===== src/rtl/lao_pkg.sv =====
// Constants for the loop alarm conditioner: register map, fields, limits.
// Assumes a 100 MHz system clock.
package lao_pkg;
  // Timing
  localparam int CLK_NS = 10;
  localparam int TICK_NS = 1000000000;
  localparam int TICK_CYC = TICK_NS / CLK_NS;
  localparam int TICK_W = 27;
  // Register offsets
  localparam logic [7:0] A_LOOP = 8'h00;
  localparam logic [7:0] A_GRP = 8'h01;
  localparam logic [7:0] A_STAT = 8'h02;
  localparam logic [7:0] A_CFG = 8'h04;
  localparam logic [7:0] A_HYS = 8'h08;
  localparam logic [7:0] A_DLY = 8'h10;
  localparam logic [7:0] A_AV = 8'h20;
  // Level configuration fields
  localparam int CFG_EN = 0;
  localparam int CFG_SB = 1;
  localparam int CFG_TY = 2;
  localparam int CFG_ACT = 5;
  // Delay word fields
  localparam int DLY_MIN = 0;
  localparam int DLY_SEC = 8;
  // Limits and reset values
  localparam logic [15:0] LOOP_MIN = 16'h0001;
  localparam logic [15:0] LOOP_MAX = 16'h028c;
  localparam logic [9:0] LOOP_RST = 10'h001;
  localparam logic [15:0] GRP_MIN = 16'h0001;
  localparam logic [15:0] GRP_MAX = 16'h0008;
  localparam logic [3:0] GRP_RST = 4'h1;
  localparam logic signed [15:0] AV_MIN = -16'sd30000;
  localparam logic signed [15:0] AV_MAX = 16'sd30000;
  localparam logic [15:0] HYS_MAX = 16'h7530;
  localparam logic [6:0] MIN_MAX = 7'h63;
  localparam logic [5:0] SEC_MAX = 6'h3b;
  localparam logic [12:0] SEC_PER_MIN = 13'h003c;
  localparam logic [9:0] CFG_RST = 10'h020;
  // Comparison types: bit 0 low side, bits 2:1 source
  localparam logic [2:0] TY_PVH = 3'h0;
  localparam logic [2:0] TY_PVL = 3'h1;
  localparam logic [2:0] TY_SPH = 3'h2;
  localparam logic [2:0] TY_SPL = 3'h3;
  localparam logic [2:0] TY_OTH = 3'h4;
  localparam logic [2:0] TY_OTL = 3'h5;
  // Relay actions
  typedef enum logic [4:0] {
    ACT_NONHOLD = 5'h01,
    ACT_HOLD = 5'h02,
    ACT_HOLD_RST = 5'h04,
    ACT_NH_RST = 5'h08,
    ACT_HOLD_NORM = 5'h10
  } lao_act_t;
endpackage : lao_pkg


===== src/rtl/lao_level.sv =====
// One alarm level: delay timers and relay hold behaviour.
// Assumes the condition is already compared, filtered and suppressed.
`timescale 1ns/1ns
`default_nettype none
module lao_level (
  // Clock and reset
  input wire logic clk_in,
  input wire logic rstn_in,
  // Level settings
  input wire logic en_in,
  input wire logic [4:0] act_in,
  input wire logic [12:0] on_secs_in,
  input wire logic [12:0] off_secs_in,
  // Events
  input wire logic cond_in,
  input wire logic tick_in,
  input wire logic ack_in,
  input wire logic period_in,
  // Results
  output logic status_out,
  output logic relay_out
);
  logic alm_reg, alm_next, latch_reg, latch_next;
  logic mute_reg, mute_next, relay_reg, relay_next;
  logic [12:0] cnt_reg, cnt_next, lim;
  logic rise, held;

  always_comb begin
    alm_next = alm_reg;
    cnt_next = cnt_reg;
    latch_next = latch_reg;
    mute_next = mute_reg;
    held = 1'b1;
    lim = cond_in ? on_secs_in : off_secs_in;
    if (cond_in == alm_reg) begin
      cnt_next = '0;
    end else if (lim == '0) begin
      alm_next = cond_in;
    end else if (tick_in) begin
      if (cnt_reg + 13'h1 >= lim) begin
        alm_next = cond_in;
        cnt_next = '0;
      end else begin
        cnt_next = cnt_reg + 13'h1;
      end
    end
    rise = alm_next && !alm_reg;
    case (act_in)
      lao_pkg::ACT_HOLD: begin
        if (alm_next) latch_next = 1'b1;
        else if (ack_in) latch_next = 1'b0;
      end
      lao_pkg::ACT_HOLD_RST: begin
        if (rise) latch_next = 1'b1;
        else if (ack_in) latch_next = 1'b0;
      end
      lao_pkg::ACT_NH_RST: begin
        if (rise) latch_next = 1'b1;
        else if (ack_in || !alm_next) latch_next = 1'b0;
      end
      lao_pkg::ACT_HOLD_NORM: begin
        if (period_in) mute_next = 1'b0;
        if (ack_in) begin
          latch_next = 1'b0;
          mute_next = alm_next;
        end else if (alm_next && !mute_reg) begin
          latch_next = 1'b1;
        end
      end
      default: begin
        // Nonhold and unknown codes follow the alarm directly
        held = 1'b0;
        latch_next = 1'b0;
        mute_next = 1'b0;
      end
    endcase
    relay_next = held ? latch_next : alm_next;
    if (!en_in) begin
      alm_next = 1'b0;
      cnt_next = '0;
      latch_next = 1'b0;
      mute_next = 1'b0;
      relay_next = 1'b0;
    end
  end

  always_ff @(posedge clk_in or negedge rstn_in) begin
    if (!rstn_in) begin
      alm_reg <= 1'b0;
      cnt_reg <= '0;
      latch_reg <= 1'b0;
      mute_reg <= 1'b0;
      relay_reg <= 1'b0;
    end else begin
      alm_reg <= alm_next;
      cnt_reg <= cnt_next;
      latch_reg <= latch_next;
      mute_reg <= mute_next;
      relay_reg <= relay_next;
    end
  end

  assign status_out = alm_reg;
  assign relay_out = relay_reg;
endmodule : lao_level
`default_nettype wire


===== src/rtl/lao_top.sv =====
// Loop alarm conditioner: four alarm levels of one control loop.
// Assumes same-clock process values and a plain register port.
// Overview of operation
// Per-level enable, default off, blocks output.
// Loop id spans 1 to 652.
// Signed alarm value per level and group.
// Active group selects alarm values, 1 to 8.
// Stand-by suppresses until condition first false.
// Stand-by arms at reset, SP, type change.
// Group change arms only if SP changes.
// Remote SP changes never arm stand-by.
// Unsigned hysteresis per level, 0 to 30000.
// On-delay timer gates alarm assertion.
// Condition false clears running on-delay.
// Status and output hold while timing.
// Off-delay timer gates alarm release.
// Condition true clears running off-delay.
// Five relay actions, nonhold by default.
// Hold actions latch until acknowledge.
// High type: set at value, release below hysteresis.
// Plain hold ignores acknowledge while alarm true.
// Nonhold reset: off on ack or clear.
// Normal-on-ack mutes for one control period.
// Timers count seconds; zero acts immediately.
`timescale 1ns/1ns
`default_nettype none
module lao_top #(
  parameter int TICK_CYC = lao_pkg::TICK_CYC
) (
  // Clock and reset
  input wire logic clk_in,
  input wire logic rstn_in,
  // Register port
  input wire logic [7:0] addr_in,
  input wire logic [15:0] wdata_in,
  input wire logic wr_in,
  input wire logic rd_in,
  output logic [15:0] rdata_out,
  // Process values
  input wire logic [15:0] pv_in,
  input wire logic [15:0] sp_in,
  input wire logic [15:0] mv_in,
  input wire logic remote_in,
  input wire logic period_in,
  // Acknowledge
  input wire logic ack_op_in,
  input wire logic ack_pin_in,
  // Alarm results
  output logic [3:0] status_out,
  output logic [3:0] relay_out,
  output logic [9:0] loop_id_out
);

  ////////////////////////////////////////////////////////////////////////
  // Settings registers

  logic [9:0] loop_reg, loop_next;
  logic [3:0] grp_reg, grp_next;
  logic [9:0] cfg_reg [4];
  logic [9:0] cfg_next [4];
  logic [14:0] hys_reg [4];
  logic [14:0] hys_next [4];
  logic [15:0] dly_reg [8];
  logic [15:0] dly_next [8];
  logic [15:0] av_reg [32];
  logic [15:0] av_next [32];
  logic [15:0] rdata_reg, rdata_next;
  logic [3:0] tychg;
  logic [3:0] sb_reg, sb_next;
  logic [3:0] status_w, relay_w;

  always_comb begin
    loop_next = loop_reg;
    grp_next = grp_reg;
    for (int i = 0; i < 4; i++) begin
      cfg_next[i] = cfg_reg[i];
      hys_next[i] = hys_reg[i];
    end
    for (int i = 0; i < 8; i++) dly_next[i] = dly_reg[i];
    for (int i = 0; i < 32; i++) av_next[i] = av_reg[i];
    tychg = '0;
    rdata_next = '0;
    if (wr_in) begin
      if (addr_in == lao_pkg::A_LOOP && wdata_in >= lao_pkg::LOOP_MIN
          && wdata_in <= lao_pkg::LOOP_MAX) begin
        loop_next = wdata_in[9:0];
      end
      if (addr_in == lao_pkg::A_GRP && wdata_in >= lao_pkg::GRP_MIN
          && wdata_in <= lao_pkg::GRP_MAX) begin
        grp_next = wdata_in[3:0];
      end
      if (addr_in[7:2] == lao_pkg::A_CFG[7:2]) begin
        cfg_next[addr_in[1:0]] = wdata_in[9:0];
        tychg[addr_in[1:0]] = wdata_in[lao_pkg::CFG_TY +: 3]
          != cfg_reg[addr_in[1:0]][lao_pkg::CFG_TY +: 3];
      end
      if (addr_in[7:2] == lao_pkg::A_HYS[7:2] && wdata_in <= lao_pkg::HYS_MAX) begin
        hys_next[addr_in[1:0]] = wdata_in[14:0];
      end
      if (addr_in[7:3] == lao_pkg::A_DLY[7:3]
          && wdata_in[lao_pkg::DLY_MIN +: 7] <= lao_pkg::MIN_MAX
          && wdata_in[lao_pkg::DLY_SEC +: 6] <= lao_pkg::SEC_MAX) begin
        dly_next[addr_in[2:0]] = wdata_in;
      end
      if (addr_in[7:5] == lao_pkg::A_AV[7:5]
          && $signed(wdata_in) >= lao_pkg::AV_MIN
          && $signed(wdata_in) <= lao_pkg::AV_MAX) begin
        av_next[addr_in[4:0]] = wdata_in;
      end
    end
    if (rd_in) begin
      if (addr_in == lao_pkg::A_LOOP) rdata_next = {6'h00, loop_reg};
      else if (addr_in == lao_pkg::A_GRP) rdata_next = {12'h000, grp_reg};
      else if (addr_in == lao_pkg::A_STAT) rdata_next = {4'h0, sb_reg, relay_w, status_w};
      else if (addr_in[7:2] == lao_pkg::A_CFG[7:2]) rdata_next = {6'h00, cfg_reg[addr_in[1:0]]};
      else if (addr_in[7:2] == lao_pkg::A_HYS[7:2]) rdata_next = {1'b0, hys_reg[addr_in[1:0]]};
      else if (addr_in[7:3] == lao_pkg::A_DLY[7:3]) rdata_next = dly_reg[addr_in[2:0]];
      else if (addr_in[7:5] == lao_pkg::A_AV[7:5]) rdata_next = av_reg[addr_in[4:0]];
    end
  end

  always_ff @(posedge clk_in or negedge rstn_in) begin
    if (!rstn_in) begin
      loop_reg <= lao_pkg::LOOP_RST;
      grp_reg <= lao_pkg::GRP_RST;
      for (int i = 0; i < 4; i++) begin
        cfg_reg[i] <= lao_pkg::CFG_RST;
        hys_reg[i] <= '0;
      end
      for (int i = 0; i < 8; i++) dly_reg[i] <= '0;
      for (int i = 0; i < 32; i++) av_reg[i] <= '0;
      rdata_reg <= '0;
    end else begin
      loop_reg <= loop_next;
      grp_reg <= grp_next;
      for (int i = 0; i < 4; i++) begin
        cfg_reg[i] <= cfg_next[i];
        hys_reg[i] <= hys_next[i];
      end
      for (int i = 0; i < 8; i++) dly_reg[i] <= dly_next[i];
      for (int i = 0; i < 32; i++) av_reg[i] <= av_next[i];
      rdata_reg <= rdata_next;
    end
  end

  ////////////////////////////////////////////////////////////////////////
  // One-second tick

  logic [lao_pkg::TICK_W-1:0] tick_cnt_reg, tick_cnt_next;
  logic tick_reg, tick_next;

  always_comb begin
    tick_next = tick_cnt_reg == lao_pkg::TICK_W'(TICK_CYC - 1);
    tick_cnt_next = tick_next ? '0 : tick_cnt_reg + 1'b1;
  end

  always_ff @(posedge clk_in or negedge rstn_in) begin
    if (!rstn_in) begin
      tick_cnt_reg <= '0;
      tick_reg <= 1'b0;
    end else begin
      tick_cnt_reg <= tick_cnt_next;
      tick_reg <= tick_next;
    end
  end

  ////////////////////////////////////////////////////////////////////////
  // Acknowledge from operator or contact

  logic ack_s1_reg, ack_s2_reg, ack_s3_reg, ack_lvl_reg, ack_lvl_next;
  logic ack_w;

  always_comb begin
    // Contact counts only once the last two stages agree
    ack_lvl_next = (ack_s2_reg == ack_s3_reg) ? ack_s2_reg : ack_lvl_reg;
    ack_w = ack_op_in | (ack_lvl_next & ~ack_lvl_reg);
  end

  always_ff @(posedge clk_in or negedge rstn_in) begin
    if (!rstn_in) begin
      ack_s1_reg <= 1'b0;
      ack_s2_reg <= 1'b0;
      ack_s3_reg <= 1'b0;
      ack_lvl_reg <= 1'b0;
    end else begin
      ack_s1_reg <= ack_pin_in;
      ack_s2_reg <= ack_s1_reg;
      ack_s3_reg <= ack_s2_reg;
      ack_lvl_reg <= ack_lvl_next;
    end
  end

  ////////////////////////////////////////////////////////////////////////
  // Comparison, hysteresis and stand-by

  logic [15:0] sp_q_reg;
  logic [3:0] hcond_reg, hcond_next, arm, lvl_cond;
  logic [15:0] av_sel [4];
  logic [12:0] secs [8];
  logic [3:0] gm1;
  logic [2:0] ty;
  logic [15:0] src;
  logic signed [17:0] v, a, h;
  logic hit, rel, arm_sp;

  always_comb begin
    // Remote setpoint moves never arm; a group switch arms only via SP
    arm_sp = (sp_in != sp_q_reg) && !remote_in;
    gm1 = grp_reg - 4'h1;
    ty = '0;
    src = '0;
    v = '0;
    a = '0;
    h = '0;
    hit = 1'b0;
    rel = 1'b0;
    for (int i = 0; i < 4; i++) begin
      av_sel[i] = av_reg[{gm1[2:0], 2'(i)}];
      ty = cfg_reg[i][lao_pkg::CFG_TY +: 3];
      case (ty[2:1])
        2'h0: src = pv_in;
        2'h1: src = sp_in;
        default: src = mv_in;
      endcase
      // Widened so value plus hysteresis cannot wrap
      v = {{2{src[15]}}, src};
      a = {{2{av_sel[i][15]}}, av_sel[i]};
      h = {3'h0, hys_reg[i]};
      if (ty[0]) begin
        hit = v <= a;
        rel = v > a + h;
      end else begin
        hit = v >= a;
        rel = v < a - h;
      end
      hcond_next[i] = hcond_reg[i] ? !rel : hit;
      arm[i] = arm_sp | tychg[i];
      sb_next[i] = arm[i] | (sb_reg[i] & hcond_next[i]);
      lvl_cond[i] = cfg_reg[i][lao_pkg::CFG_EN] & hcond_reg[i]
        & ~(cfg_reg[i][lao_pkg::CFG_SB] & sb_reg[i]);
    end
    for (int i = 0; i < 8; i++) begin
      secs[i] = 13'(dly_reg[i][lao_pkg::DLY_MIN +: 7]) * lao_pkg::SEC_PER_MIN
        + 13'(dly_reg[i][lao_pkg::DLY_SEC +: 6]);
    end
  end

  always_ff @(posedge clk_in or negedge rstn_in) begin
    if (!rstn_in) begin
      sp_q_reg <= '0;
      hcond_reg <= '0;
      sb_reg <= '1;
    end else begin
      sp_q_reg <= sp_in;
      hcond_reg <= hcond_next;
      sb_reg <= sb_next;
    end
  end

  ////////////////////////////////////////////////////////////////////////
  // Levels

  for (genvar g = 0; g < 4; g++) begin : g_lvl
    lao_level u_lvl (
      .clk_in(clk_in),
      .rstn_in(rstn_in),
      .en_in(cfg_reg[g][lao_pkg::CFG_EN]),
      .act_in(cfg_reg[g][lao_pkg::CFG_ACT +: 5]),
      .on_secs_in(secs[g]),
      .off_secs_in(secs[g + 4]),
      .cond_in(lvl_cond[g]),
      .tick_in(tick_reg),
      .ack_in(ack_w),
      .period_in(period_in),
      .status_out(status_w[g]),
      .relay_out(relay_w[g])
    );
  end

  assign rdata_out = rdata_reg;
  assign status_out = status_w;
  assign relay_out = relay_w;
  assign loop_id_out = loop_reg;
endmodule : lao_top
`default_nettype wire


===== config.mk =====
export PLATFORM = sky130hd
export DESIGN_NAME = lao_top
export DESIGN_NICKNAME = d
export VERILOG_FILES = /design/src/rtl/lao_pkg.sv /design/src/rtl/lao_level.sv /design/src/rtl/lao_top.sv
export SDC_FILE = /design/constraint.sdc
export NUM_CORES = 2
export LEC_CHECK = 0
export BUFFER_PORTS_ARGS = -buffer_cell sky130_fd_sc_hd__clkbuf_2
export CORE_ASPECT_RATIO = 1.5
export CORE_MARGIN = 1.5
export CORE_UTILIZATION = 60
export DETAILED_ROUTE_END_ITERATION = 10
export GPL_ROUTABILITY_DRIVEN = 0
export GPL_TIMING_DRIVEN = 0
export HOLD_SLACK_MARGIN = 0.06
export MAX_ROUTING_LAYER = met4
export PLACE_DENSITY_LB_ADDON = 0.25
export SKIP_LAST_GASP = 1
export SLEW_MARGIN = 20
export SYNTH_ARGS = -nofsm -noshare
export SYNTH_HDL_FRONTEND = slang
export SYNTH_SLANG_ARGS = --single-unit

===== constraint.sdc =====
create_clock -name clk_in -period 14.8 [get_ports clk_in]
set_input_delay 2.96 -clock clk_in [delete_from_list [all_inputs] [get_ports clk_in]]
set_output_delay 2.96 -clock clk_in [all_outputs]
set_load 0.005 [all_outputs]

==> results.json <==
{
  "clock_latency_ns": 0.75,
  "critPathKind": "reg2reg",
  "cpPeakStageDelay_ns": 0.81,
  "drv_slew": 0,
  "cts_tree": "yes",
  "dp_hpwl_um": 183000,
  "antenna_left": 0,
  "min_period_over_period_pct": 75.6,
  "pwr-share-clk_pct": 33.4,
  "area_growth_syn_to_layout_pct": 8.89,
  "grt_max_degree": 95,
  "use_met1_pct": 47.7,
  "rrSetupSlack_ns": 3.61,
  "ys_seq_area_share_pct": 33.8,
  "dpl-instance-area_um2": 69000,
  "ys_ff_latch": 894,
  "post_cts_buffers": 0,
  "dr_total_vias": 54048,
  "pre_cts_slack_ns": 3.93,
  "placementRows": 149,
  "status": "finished clean",
  "grt_pass1_vias": 54574,
  "cts-root-buf": "clkbuf_16",
  "utilization_pct": 65.7,
  "instances_no_fill": 7701,
  "htreeDepth": 3,
  "seqPwrFrac_pct": 36.5,
  "port-buffer-count": 102,
  "wl_um": 240000,
  "synth_area_um2": 66300,
  "drtIter0Drc": 6874,
  "rsz0062_at_grt": "no",
  "p_leak_nw": 33.3,
  "period_minus_slack_ns": 11.19,
  "cts_hold_buf": 0,
  "intPower_mw": 4.83,
  "ys.flop_type": "dfrtp_1",
  "critPathCaptureType": "flop",
  "cts_made_buffers": 88,
  "fp.dieW_um": 274,
  "first_pass_iters": 7,
  "grt_use_met3_pct": 17.4,
  "viasPerCell": 7.02,
  "ir_drop_v": 0.000111,
  "switching_share_pct": 34.3,
  "final_common_cell": "dfrtp_1",
  "largest_register_ff_count": 512,
  "critPathRequiredTime_ns": 15.46,
  "hold_viol_final": 0,
  "critPathLaunchType": "flop",
  "crit_fanout": 10,
  "antenna_found_initial": 26,
  "comb_power_share_pct": 30.1,
  "max_slew_margin_pct": 11.2,
  "r2r-end": "sb_reg[1]",
  "clock_sinks": 894,
  "grtUsageMet2_pct": 64.9,
  "worstRegToRegCells": 31,
  "final-setup-viol-count": 0,
  "final_area_um2": 72200,
  "syn_area_per_cell_um2": 11.1,
  "synth_area_leaders": "dfrtp_1, mux4_2, mux2_2",
  "power_density_nw_per_um2": 102,
  "drc": 0,
  "seq_area_um2": 22400,
  "hold_path.class": "reg2reg",
  "yosys.area.top_type": "dfrtp_1",
  "path_common_cell": "clkbuf_1",
  "r2r_start": "grp_reg[0]",
  "p_sw_mw": 2.52,
  "hold_depth": 0,
  "initial_core_util_pct": 60.4,
  "final_cell_mix": "dfrtp_1, mux2_2, ha_1",
  "whs_endpoint": "ack_s2_reg",
  "max_freq_ghz": 0.0894,
  "top_usage_layer": "met2",
  "wl_per_cell_um": 31.2,
  "grt_pass1_wl_um": 352000,
  "clock_skew_ns": 0.0499,
  "synth_cells": 5955,
  "layout_setup_ws_ns": 3.61,
  "ios": 114,
  "max_cap_violations": 0,
  "netlist.area_leader.share_pct": 33.4,
  "drive_above_1_share_pct": 23.7,
  "async_reset_ff_share_pct": 100,
  "core_um2": 110000,
  "path_clk_slew_ns": 0.08,
  "layout.nets": 6862,
  "n_fill_cell": 8395,
  "hold_start": "ack_s1_reg",
  "grt_remaining_overflow": 0,
  "synth_warnings": 0,
  "multi_input_area_um2": 40900,
  "place_inst": 7503,
  "synth_cell_types": 107,
  "synth_edf_count": 0,
  "die-area_um2": 113000,
  "grt_usage_pct": 44.6,
  "tightest_slew_ns": 1.33,
  "holdWs_ns": 0.361,
  "synth_nets": 6657,
  "die_height_um": 410,
  "cts_resized": 0,
  "worst_path_max_delay_cell": "mux2i_1",
  "arrival_ns": 11.85,
  "clock_path_buffers": 3
}
==> power by group through the flow <==
stage,logic (mW),clock network (mW),registers (mW)
final,2.21,2.45,2.68
after global routing,2.42,2.52,2.69
after CTS,2.16,2.43,2.67
after detailed placement,2.14,0,2.72
after global placement,2.07,0,2.72
after floorplan,1.58,0,2.65
==> worst max-delay path by stage <==
| stage | slack [ns] | start | endpoint | depth (start not counted) |
|---|---|---|---|---|
| 2_1_floorplan | 7.20 | grp_reg[0] | sb_reg[2] | 32 |
| 3_3_place_gp | -10.80 | rstn_in | hys_reg[31] | 1 |
| 3_5_place_dp | 3.93 | grp_reg[0] | sb_reg[1] | 32 |
| 4_1_cts | 3.82 | grp_reg[0] | sb_reg[1] | 32 |
| 5_1_grt | 3.40 | grp_reg[0] | sb_reg[2] | 31 |
| 6_report | 3.61 | grp_reg[0] | sb_reg[1] | 31 |
==> cell usage after synthesis (31+ instances only) <==
cell	count
dfrtp_1	884
mux2_2	602
ha_1	518
inv_1	429
nand2_1	357
mux4_2	344
o21ai_0	312
nor2_1	227
clkbuf_1	216
xnor2_1	190
mux2i_1	188
a21oi_1	183
nand3_1	108
fa_1	104
a21o_1	96
xor2_1	82
nand2b_1	72
a211oi_1	63
buf_2	59
nor3_1	56
nand4_1	54
nor2b_1	54
o21a_1	52
mux2_1	46
buf_1	39
o21bai_1	33
nor3b_1	31
==> layout make-up <==
| class | count | share of cell area [%] |
|---|---|---|
| Antenna cell | 34 | 0.118 |
| Buffer | 343 | 2.13 |
| Clock buffer | 128 | 3.54 |
| Clock inverter | 35 | 0.686 |
| Inverter | 430 | 2.24 |
| Multi-Input combinational cell | 4288 | 56.6 |
| Sequential cell | 894 | 31.0 |
| Tap cell | 1434 | 2.49 |
| Timing Repair Buffer | 115 | 1.18 |
==> cell families (layout without fill, tap and decap cells) <==
kind of cell	Yosys count	after routing	share of synthesized area (%)
compound gates	1033	1033	10.3
mux	1184	1184	25.6
fa+ha+maj	623	623	12.9
simple gates	1176	1176	9.15
flops	894	894	33.8
other cells	0	34	0
buf+inv	773	1051	4.67
xor+xnor	272	272	3.59
==> stage by stage <==
stage	power (mW)	setup TNS, ns
after floorplan	4.23	0
after global placement	4.78	-9378.16
after detailed placement	4.86	0
after CTS	7.26	0
after global routing	7.62	0
final	7.34	0
==> worst max-delay path: cells and delay by family, from the launching register on <==
family                   cells  cell delay (ns)
adder cells (fa/ha/maj)      3             1.17
XOR/XNOR                     1             0.15
flip-flops                   1             0.53
multiplexers                 2             1.29
AO/OA/AOI/OAI               14             3.46
buffers and inverters        9             4.09
AND/OR/NAND/NOR              2             0.37
==> metal layers <==
| layer | share of wire [%] | vias up | wire length, um |
|---|---|---|---|
| met5 | 0 | - | 0 |
| met4 | 11 | 0 | 26100 |
| met3 | 13 | 1480 | 31000 |
| li1 | - | 22179 | - |
| met1 | 33 | 26636 | 78200 |
| met2 | 44 | 3753 | 105000 |
Note: power is estimated with default switching activity, not from simulation.
